### config.mk
export PLATFORM = sky130hd
export DESIGN_NAME = uamar_top
export DESIGN_NICKNAME = d
export VERILOG_FILES = /design/src/rtl/uamar_pkg.sv /design/src/rtl/uamar_top.sv
export SDC_FILE = /design/constraint.sdc
export NUM_CORES = 1
export LEC_CHECK = 0
export BUFFER_PORTS_ARGS = -buffer_cell sky130_fd_sc_hd__buf_2
export CAP_MARGIN = 20
export CORE_MARGIN = 2
export CORE_UTILIZATION = 55
export CTS_BUF_LIST = sky130_fd_sc_hd__clkbuf_4 sky130_fd_sc_hd__clkbuf_8
export DETAILED_ROUTE_END_ITERATION = 7
export GPL_TIMING_DRIVEN = 1
export PLACE_DENSITY = 0.79
export SLEW_MARGIN = 20
export SYNTH_ARGS = -nofsm -noshare
export SYNTH_HDL_FRONTEND = slang
export SYNTH_SLANG_ARGS = --single-unit
### constraint.sdc
create_clock -name clk_i -period 3.49 [get_ports clk_i]
set_clock_uncertainty 0.2 [all_clocks]
set_input_delay 1.047 -clock clk_i [delete_from_list [all_inputs] [get_ports clk_i]]
set_output_delay 1.047 -clock clk_i [all_outputs]
set_load 0.02 [all_outputs]
### src/rtl/uamar_pkg.sv
package uamar_pkg;

   // register byte offsets (printed offsets are not all multiples of four: index * 4)
   localparam logic [11:0] SERIAL_CONTROL_IDX     = 12'h098;
   localparam logic [11:0] SERIAL_BUFFER_IDX      = 12'h099;
   localparam logic [11:0] NODE_ADDRESS_VALUE_IDX = 12'h0A9;
   localparam logic [11:0] NODE_ADDRESS_MASK_IDX  = 12'h0B9;
   localparam logic [11:0] AUX_CONTROL_IDX        = 12'h0C0;
   localparam logic [13:0] SERIAL_CONTROL_ADDR     = {SERIAL_CONTROL_IDX, 2'b00};
   localparam logic [13:0] SERIAL_BUFFER_ADDR      = {SERIAL_BUFFER_IDX, 2'b00};
   localparam logic [13:0] NODE_ADDRESS_VALUE_ADDR = {NODE_ADDRESS_VALUE_IDX, 2'b00};
   localparam logic [13:0] NODE_ADDRESS_MASK_ADDR  = {NODE_ADDRESS_MASK_IDX, 2'b00};
   localparam logic [13:0] AUX_CONTROL_ADDR        = {AUX_CONTROL_IDX, 2'b00};

   // serial_control field positions
   localparam int CTL_BIT7 = 7;
   localparam int CTL_MODE1 = 6;
   localparam int CTL_MPEN = 5;
   localparam int CTL_RXEN = 4;
   localparam int CTL_TX9 = 3;
   localparam int CTL_RX9 = 2;
   localparam int CTL_TXDONE = 1;
   localparam int CTL_RXDONE = 0;
   // aux_control field positions
   localparam int AUX_FCSEL = 0;
   localparam int AUX_SIE = 1;
   localparam int AUX_GIE = 2;

   localparam logic [7:0] CONTROL_RESET = 8'h00;
   localparam logic [7:0] ADDR_RESET    = 8'h00;
   localparam logic [2:0] AUX_RESET     = 3'h0;

   // 16 sample ticks per bit; mid-bit sample at tick 8
   localparam logic [3:0] OVS_LAST = 4'hF;
   localparam logic [3:0] OVS_MID  = 4'h7;
   localparam logic [3:0] BITS_8   = 4'h8;
   localparam logic [3:0] BITS_9   = 4'h9;

   typedef enum logic [1:0] {
      MODE_SHIFT = 2'b00,
      MODE_8VAR  = 2'b01,
      MODE_9FIX  = 2'b10,
      MODE_9VAR  = 2'b11
   } uamar_mode_type;

   typedef enum logic [1:0] {
      RX_IDLE  = 2'b00,
      RX_START = 2'b01,
      RX_DATA  = 2'b11,
      RX_STOP  = 2'b10
   } uamar_rx_state_type;

   typedef struct packed {
      logic [7:0] data;
      logic       marker;
   } uamar_frame_type;

endpackage : uamar_pkg

### src/rtl/uamar_top.sv
// Design decision made here: the APB slave port.
`timescale 1ns/1ps
`default_nettype none
// Behaviour
// - multiprocessor enable in nine-bit modes marks ninth-bit-set frames as addresses
// - with multiprocessor enable, ninth-bit-clear frames are dropped without rx done flag or load
// - matching address frame sets rx ninth bit and rx done flag
// - eight-bit mode with enable: match plus valid stop bit needed for rx done
// - in shift mode the multiprocessor enable has no effect
// - individual address compared only where mask bit is one
// - broadcast address is value OR mask, zero bits are don't care
// - match when either masked individual or broadcast address agrees
// - address value and mask reset to zero so every address matches
// - rx done and tx done are ORed into one serial request
// - hardware never clears done flags; software writes zero
// - request reaches core only with serial and global enables set
// - bit 7 is framing error when check selected, else mode bit 0
// - bit 4 enables receiver; bit 6 mode bit 1; bit 5 multiproc enable
// - nine-bit modes transmit bit 3 as ninth bit
// - bit 2 captures stop bit in eight-bit mode, ninth bit in nine-bit modes
// - tx done set after last data bit is sent
// - rx done set at mid stop bit of accepted frame
// - nine-bit frame is start, eight data LSB first, ninth, stop
// - framing error stays set until software or reset clears it
// - reception starts on high-to-low transition of receive line
module uamar_top (
   // clock and reset
   input  wire logic        clk_i,
   input  wire logic        resetn_i,
   // apb slave
   input  wire logic        psel_i,
   input  wire logic        penable_i,
   input  wire logic        pwrite_i,
   input  wire logic [15:0] paddr_i,
   input  wire logic [31:0] pwdata_i,
   input  wire logic [3:0]  pstrb_i,
   output logic      [31:0] prdata_o,
   output logic             pready_o,
   output logic             pslverr_o,
   // baud: one pulse per sample tick, 16 per bit
   input  wire logic        sample_tick_i,
   // serial line
   input  wire logic        rxd_i,
   output logic             txd_o,
   // interrupt request toward core
   output logic             serial_irq_o
);

   logic [7:0] ctl_reg;
   logic       mode0_reg;
   logic       fe_reg;
   logic [7:0] buf_reg;
   logic [7:0] addr_reg;
   logic [7:0] mask_reg;
   logic [2:0] aux_reg;
   logic [31:0] prdata_reg;
   logic       pready_reg;
   logic       pslverr_reg;
   logic       irq_reg;

   // apb decode
   wire        acc      = psel_i & penable_i;
   wire        wr       = acc & pwrite_i & pstrb_i[0];
   wire        in_range = paddr_i[15:14] == 2'b00;
   wire [13:0] a        = paddr_i[13:0];
   wire        hit_ctl  = in_range & (a == uamar_pkg::SERIAL_CONTROL_ADDR);
   wire        hit_buf  = in_range & (a == uamar_pkg::SERIAL_BUFFER_ADDR);
   wire        hit_addr = in_range & (a == uamar_pkg::NODE_ADDRESS_VALUE_ADDR);
   wire        hit_mask = in_range & (a == uamar_pkg::NODE_ADDRESS_MASK_ADDR);
   wire        hit_aux  = in_range & (a == uamar_pkg::AUX_CONTROL_ADDR);
   wire        hit_any  = hit_ctl | hit_buf | hit_addr | hit_mask | hit_aux;
   // writes land on the edge that also samples pready high, as the master sees it
   wire        wr_ctl   = wr & hit_ctl & pready_reg;
   wire        wr_buf   = wr & hit_buf & pready_reg;

   wire        fcsel = aux_reg[uamar_pkg::AUX_FCSEL];
   wire [1:0]  mode  = {mode0_reg, ctl_reg[uamar_pkg::CTL_MODE1]};
   wire        nine  = mode[1];
   wire        mpen  = ctl_reg[uamar_pkg::CTL_MPEN] & (mode != uamar_pkg::MODE_SHIFT);
   wire        bit7  = fcsel ? fe_reg : mode0_reg;
   wire [7:0]  ctl_rd = {bit7, ctl_reg[6:0]};
   wire [31:0] rd_mux = hit_ctl  ? {24'h000000, ctl_rd}  :
                        hit_buf  ? {24'h000000, buf_reg} :
                        hit_addr ? {24'h000000, addr_reg} :
                        hit_mask ? {24'h000000, mask_reg} :
                        hit_aux  ? {29'h00000000, aux_reg} : 32'h00000000;

   // ---------------- receiver ----------------
   uamar_pkg::uamar_rx_state_type rx_st_reg;
   logic [3:0] rx_ovs_reg;
   logic [3:0] rx_cnt_reg;
   logic [8:0] rx_sh_reg;
   logic       rxd_d_reg;
   logic       rx_done_ev;
   logic       rx9_val;
   logic       rx_load;
   logic       fe_ev;

   wire        rx_en   = ctl_reg[uamar_pkg::CTL_RXEN];
   wire        fall    = rxd_d_reg & ~rxd_i;
   wire        mid     = sample_tick_i & (rx_ovs_reg == uamar_pkg::OVS_MID);
   wire [3:0]  rx_bits = nine ? uamar_pkg::BITS_9 : uamar_pkg::BITS_8;
   wire [7:0]  rx_byte = nine ? rx_sh_reg[7:0] : rx_sh_reg[8:1];
   wire        rx_ninth = rx_sh_reg[8];
   // match on data bits once marker is in, before flags move
   wire [7:0]  bcast   = addr_reg | mask_reg;
   wire        given_m = ((rx_byte ^ addr_reg) & mask_reg) == 8'h00;
   wire        bcast_m = ((rx_byte ^ bcast) & bcast) == 8'h00;
   wire        match   = given_m | bcast_m;
   wire        stop_ok = rxd_i;

   // decide acceptance at mid stop bit
   always_comb begin
      rx_done_ev = 1'b0;
      rx_load    = 1'b0;
      rx9_val    = ctl_reg[uamar_pkg::CTL_RX9];
      fe_ev      = 1'b0;
      if (rx_st_reg == uamar_pkg::RX_STOP && mid) begin
         fe_ev = fcsel & ~stop_ok;
         if (nine) begin
            if (!mpen || (rx_ninth && match)) begin
               rx_done_ev = 1'b1;
               rx_load    = 1'b1;
               rx9_val    = rx_ninth;
            end
         end else begin
            if (!mpen || (stop_ok && match)) begin
               rx_done_ev = 1'b1;
               rx_load    = 1'b1;
               rx9_val    = stop_ok;
            end
         end
      end
   end

   always_ff @(posedge clk_i or negedge resetn_i) begin
      if (!resetn_i) begin
         rx_st_reg  <= uamar_pkg::RX_IDLE;
         rx_ovs_reg <= 4'h0;
         rx_cnt_reg <= 4'h0;
         rx_sh_reg  <= 9'h000;
         rxd_d_reg  <= 1'b1;
      end else begin
         rxd_d_reg <= rxd_i;
         if (sample_tick_i) begin
            rx_ovs_reg <= rx_ovs_reg + 4'h1;
         end
         case (rx_st_reg)
            uamar_pkg::RX_IDLE: begin
               if (rx_en && fall && mode != uamar_pkg::MODE_SHIFT) begin
                  rx_st_reg  <= uamar_pkg::RX_START;
                  rx_ovs_reg <= 4'h0;
               end
            end
            uamar_pkg::RX_START: begin
               if (mid) begin
                  // false start when line is high again at mid bit
                  rx_st_reg  <= rxd_i ? uamar_pkg::RX_IDLE : uamar_pkg::RX_DATA;
                  rx_cnt_reg <= 4'h0;
               end
            end
            uamar_pkg::RX_DATA: begin
               if (mid) begin
                  rx_sh_reg  <= {rxd_i, rx_sh_reg[8:1]};
                  rx_cnt_reg <= rx_cnt_reg + 4'h1;
                  if (rx_cnt_reg == rx_bits - 4'h1) begin
                     rx_st_reg <= uamar_pkg::RX_STOP;
                  end
               end
            end
            uamar_pkg::RX_STOP: begin
               if (mid) begin
                  if (!nine) begin
                     rx_sh_reg <= {rxd_i, rx_sh_reg[8:1]};
                  end
                  rx_st_reg <= uamar_pkg::RX_IDLE;
               end
            end
            default: rx_st_reg <= uamar_pkg::RX_IDLE;
         endcase
      end
   end

   // ---------------- transmitter ----------------
   logic       tx_busy_reg;
   logic [3:0] tx_ovs_reg;
   logic [3:0] tx_cnt_reg;
   logic [10:0] tx_sh_reg;
   logic       txd_reg;
   logic       tx_done_ev;

   wire [3:0]  tx_total = nine ? 4'hB : 4'hA; // start + data + ninth? + stop
   wire        tx_bit_end = tx_busy_reg & sample_tick_i & (tx_ovs_reg == uamar_pkg::OVS_LAST);
   // tx done after last data bit, i.e. when the stop bit begins
   assign tx_done_ev = tx_bit_end & (tx_cnt_reg == tx_total - 4'h2);

   always_ff @(posedge clk_i or negedge resetn_i) begin
      if (!resetn_i) begin
         tx_busy_reg <= 1'b0;
         tx_ovs_reg  <= 4'h0;
         tx_cnt_reg  <= 4'h0;
         tx_sh_reg   <= 11'h7FF;
         txd_reg     <= 1'b1;
      end else if (wr_buf) begin
         // restart on a write while busy; software should wait for tx done
         tx_busy_reg <= 1'b1;
         tx_ovs_reg  <= 4'h0;
         tx_cnt_reg  <= 4'h0;
         tx_sh_reg   <= nine ? {1'b1, ctl_reg[uamar_pkg::CTL_TX9], pwdata_i[7:0], 1'b0}
                             : {2'b11, pwdata_i[7:0], 1'b0};
         txd_reg     <= 1'b1;
      end else if (tx_busy_reg) begin
         txd_reg <= tx_sh_reg[0];
         if (sample_tick_i) begin
            tx_ovs_reg <= tx_ovs_reg + 4'h1;
         end
         if (tx_bit_end) begin
            tx_sh_reg  <= {1'b1, tx_sh_reg[10:1]};
            tx_cnt_reg <= tx_cnt_reg + 4'h1;
            if (tx_cnt_reg == tx_total - 4'h1) begin
               tx_busy_reg <= 1'b0;
            end
         end
      end else begin
         txd_reg <= 1'b1;
      end
   end

   // ---------------- registers ----------------
   wire [7:0] wd = pwdata_i[7:0];
   // set wins over a software clear in the same cycle
   wire rx_done_next = rx_done_ev | (wr_ctl ? wd[uamar_pkg::CTL_RXDONE]
                                            : ctl_reg[uamar_pkg::CTL_RXDONE]);
   wire tx_done_next = tx_done_ev | (wr_ctl ? wd[uamar_pkg::CTL_TXDONE]
                                            : ctl_reg[uamar_pkg::CTL_TXDONE]);
   wire rx9_next     = rx_load ? rx9_val : (wr_ctl ? wd[uamar_pkg::CTL_RX9]
                                                   : ctl_reg[uamar_pkg::CTL_RX9]);
   wire [3:0] hi_next = wr_ctl ? wd[6:3] : ctl_reg[6:3];
   wire fe_next   = fe_ev | ((wr_ctl && fcsel) ? wd[7] : fe_reg);
   wire m0_next   = (wr_ctl && !fcsel) ? wd[7] : mode0_reg;
   wire irq_src   = ctl_reg[uamar_pkg::CTL_RXDONE] | ctl_reg[uamar_pkg::CTL_TXDONE];
   wire irq_next  = irq_src & aux_reg[uamar_pkg::AUX_SIE] & aux_reg[uamar_pkg::AUX_GIE];

   always_ff @(posedge clk_i or negedge resetn_i) begin
      if (!resetn_i) begin
         ctl_reg   <= uamar_pkg::CONTROL_RESET;
         mode0_reg <= 1'b0;
         fe_reg    <= 1'b0;
         buf_reg   <= 8'h00;
         addr_reg  <= uamar_pkg::ADDR_RESET;
         mask_reg  <= uamar_pkg::ADDR_RESET;
         aux_reg   <= uamar_pkg::AUX_RESET;
      end else begin
         ctl_reg   <= {1'b0, hi_next, rx9_next, tx_done_next, rx_done_next};
         mode0_reg <= m0_next;
         fe_reg    <= fe_next;
         if (rx_load) begin
            buf_reg <= rx_byte;
         end
         if (wr && hit_addr && pready_reg) begin
            addr_reg <= wd;
         end
         if (wr && hit_mask && pready_reg) begin
            mask_reg <= wd;
         end
         if (wr && hit_aux && pready_reg) begin
            aux_reg <= wd[2:0];
         end
      end
   end

   // apb answer: pready one cycle after access phase begins
   always_ff @(posedge clk_i or negedge resetn_i) begin
      if (!resetn_i) begin
         prdata_reg  <= 32'h00000000;
         pready_reg  <= 1'b0;
         pslverr_reg <= 1'b0;
         irq_reg     <= 1'b0;
      end else begin
         pready_reg  <= acc & ~pready_reg;
         pslverr_reg <= acc & ~pready_reg & ~hit_any;
         prdata_reg  <= (acc && !pwrite_i && !pready_reg) ? rd_mux : 32'h00000000;
         irq_reg     <= irq_next;
      end
   end

   assign prdata_o     = prdata_reg;
   assign pready_o     = pready_reg;
   assign pslverr_o    = pslverr_reg;
   assign txd_o        = txd_reg;
   assign serial_irq_o = irq_reg;

endmodule : uamar_top
`default_nettype wire

==> impl_metrics.env <==
export IMPL_clkTransAtPathRegs_ns=0.08
export IMPL_synth_top_area_share_pct=40.9
export IMPL_multi_input_area_um2=2240
export IMPL_die_y_um=95.4
export IMPL_gp_congestion=0.918
export IMPL_status="completed"
export IMPL_cp_start_kind="primary input"
export IMPL_portBuffers=43
export IMPL_die_area_um2=9100
export IMPL_dpl_hpwl_mm=7.20
export IMPL_irDropWorstVdd_mv=0.234
export IMPL_area_growth_pct=10.7
export IMPL_synthCells=430
export IMPL_final_setup_tns_ns=0
export IMPL_synth_distinct_cells=52
export IMPL_core_area_um2=8180
export IMPL_power_switching_uw=596
export IMPL_first_pass_iters=4
export IMPL_reg2reg_to="buf_reg[2]"
export IMPL_register_area_um2=2190
export IMPL_hold_viol=0
export IMPL_finalCriticalPeriod_ns=2.99
export IMPL_drc=0
export IMPL_rsz0062_at_grt="no"
export IMPL_critPathCaptureType="flip-flop"
export IMPL_routed_wirelength_mm=9.85
export IMPL_clkPwrFrac_pct=34.2
export IMPL_ys_top_cells_by_area="dfrtp_1 (41%), mux2_2 (9.3%), dfstp_2 (6.9%), mux2i_1 (5.2%), nor2_1 (4.2%)"
export IMPL_grt_pass1_vias=3311
export IMPL_final_setup_viol_count=0
export IMPL_grt_antenna_before_repair=0
export IMPL_yosys_warnings=0
export IMPL_synth_common_cells="dfrtp_1 (75), nor2_1 (51), mux2_2 (38), nand2_1 (29)"
export IMPL_cp_max_fo=8
export IMPL_synthArstFlopShare_pct=100
export IMPL_synth_edff_count=0
export IMPL_synth_area_leader_cell="dfrtp_1"
export IMPL_finalCritPeriodShare_pct=85.7
export IMPL_ioPinCount=95
export IMPL_swShare_pct=26.6
export IMPL_internal_power_mw=1.64
export IMPL_rr_worst_depth=6
export IMPL_slew_viol_final=0
export IMPL_comb_power_share_pct=12.8
export IMPL_max_freq_ghz=0.334
export IMPL_drv_cap=0
export IMPL_track_usage_pct=24.0
export IMPL_hold_class="reg -> reg"
export IMPL_start_util_pct=56.2
export IMPL_cts_sinks=87
export IMPL_rows=33
export IMPL_drive_gt1_share_pct=28.9
export IMPL_p_seq_share_pct=53.0
export IMPL_num_vias=3365
export IMPL_crit_required_ns=3.53
export IMPL_tightest_slew_ns=0.805
export IMPL_synth_main_ff_cell="dfrtp_1"
export IMPL_nets=542
export IMPL_postCtsResizedCells=0
export IMPL_htreeDepth=3
export IMPL_ant_nets=0
export IMPL_grt_max_degree=44
export IMPL_ctsHoldBuffers=0
export IMPL_ys_seq_elements=87
export IMPL_p_total_mw=2.24
export IMPL_largest_register_ffs=10
export IMPL_root_buffer="clkbuf_8"
export IMPL_p_per_area_nw_per_um2=440
export IMPL_holdPathEnd="pready_o"
export IMPL_syn_area_per_cell_um2=10.7
export IMPL_vias_per_cell=5.71
export IMPL_cts_setup_buffers=0
export IMPL_synth_seq_area_share_pct=47.7
export IMPL_slew_headroom_pct=45.9
export IMPL_r2r_start="mode0_reg"
export IMPL_grt_pass1_wl_mm=16.5
export IMPL_arrival_ns=3.03
export IMPL_holdPathStages=1
export IMPL_cts_buffer_depth=2
export IMPL_clk_latency_ns=0.35
export IMPL_num_antenna_cells=0
export IMPL_netlist_area_um2=4590
export IMPL_drt_iter0_markers=168
export IMPL_leakagePower_nw=2.31
export IMPL_grt_ovfl_total=0
export IMPL_nFillCells=693
export IMPL_hold_start="pready_o"
export IMPL_cts_tree="done"
export IMPL_crit_type="in -> reg"
export IMPL_die_w_um=95.4
export IMPL_cts_buffers=9
export IMPL_yosysMostFrequentCell="dfrtp_1"
export IMPL_r2r_slack_ns=0.72
export IMPL_wire_per_inst_um=16.7
critical path: stages:
cell and delay [ns]:
buf_2 0.09, nor4b_1 0.50, nand2_1 0.21, or3_1 0.52
nor2_4 0.28, mux2_2 0.38
kinds of logic after synthesis:
| kind of cell | share of synthesized area, % |
|---|---|
| compound gates | 11.8 |
| xor+xnor | 2.86 |
| fa+ha+maj | 1.09 |
| buf+inv | 5.50 |
| flops | 47.7 |
| mux | 14.8 |
| other cells | 0.0816 |
| simple gates | 16.1 |
final cells by class:
type,count,area share (%)
clock buffers,11,2.73
clock inverters,5,1.62
multi-input cells,326,44.1
well taps,105,2.58
repair buffers,53,5.76
inverters,2,0.148
flip-flops and latches,87,43.1
placed cells by master (no fill, tap or decap), types with 3 or more instances in the layout:
cell type / instances
mux2_2: 38
xor2_1: 8
nand2_1: 29
a221oi_1: 8
nand3_1: 9
conb_1: 24
a21oi_1: 14
a22oi_1: 14
nand3b_1: 5
dfrtp_1: 75
or2_2: 9
nand4_1: 3
mux2i_1: 24
nor3_1: 5
o21ai_0: 16
buf_2: 42
nor2b_1: 5
nor4b_1: 3
or3_1: 4
buf_4: 11
clkinvlp_4: 3
nand2b_1: 10
dfstp_2: 12
clkbuf_8: 9
xnor2_1: 7
ha_1: 4
nor2_1: 51
nor4_1: 3
metrics by stage:
stage          hold WS (ns)  cells  instance area (um^2)  worst slack [ns]  util [%]
2_1_floorplan         0.270    453                  4680             0.538         -
3_3_place_gp          0.276    573                  4860             0.176      59.5
5_1_grt               0.327    589                  5090             0.442      62.2
4_1_cts               0.289    589                  5090             0.499      62.2
3_5_place_dp          0.279    573                  4860             0.144      59.5
6_report              0.289    589                  5090             0.498      62.2
power by group through the flow:
stage               sequential [mW]  combinational, mW  clock, mW
global placement               1.20              0.275          0
finish                         1.19              0.287      0.765
CTS                            1.19              0.288      0.787
detailed placement             1.20              0.288          0
global route                   1.20              0.329      0.835
floorplan                      1.17              0.234          0
how the worst max path moves through the flow:
stage / endpoint / slack (ns) / start
floorplan: addr_reg[0] / 0.54 / paddr_i[3]
global placement: addr_reg[4] / 0.18 / paddr_i[3]
detailed placement: addr_reg[6] / 0.14 / paddr_i[3]
CTS: mask_reg[1] / 0.50 / paddr_i[3]
global route: mask_reg[1] / 0.44 / paddr_i[3]
finish: mask_reg[1] / 0.50 / paddr_i[3]
routing by layer:
| metal | GRT usage (%) | part of all wire [%] | vias up | routed length, um |
|---|---|---|---|---|
| met5 | 0 | 0 | - | 0 |
| met4 | 10.2 | 1.5 | 0 | 150 |
| met3 | 3.72 | 4.4 | 11 | 438 |
| met2 | 38.6 | 49 | 99 | 4790 |
| met1 | 32.6 | 45 | 1669 | 4460 |
| li1 | - | - | 1586 | - |
Note: power is estimated with default switching activity, not from simulation.
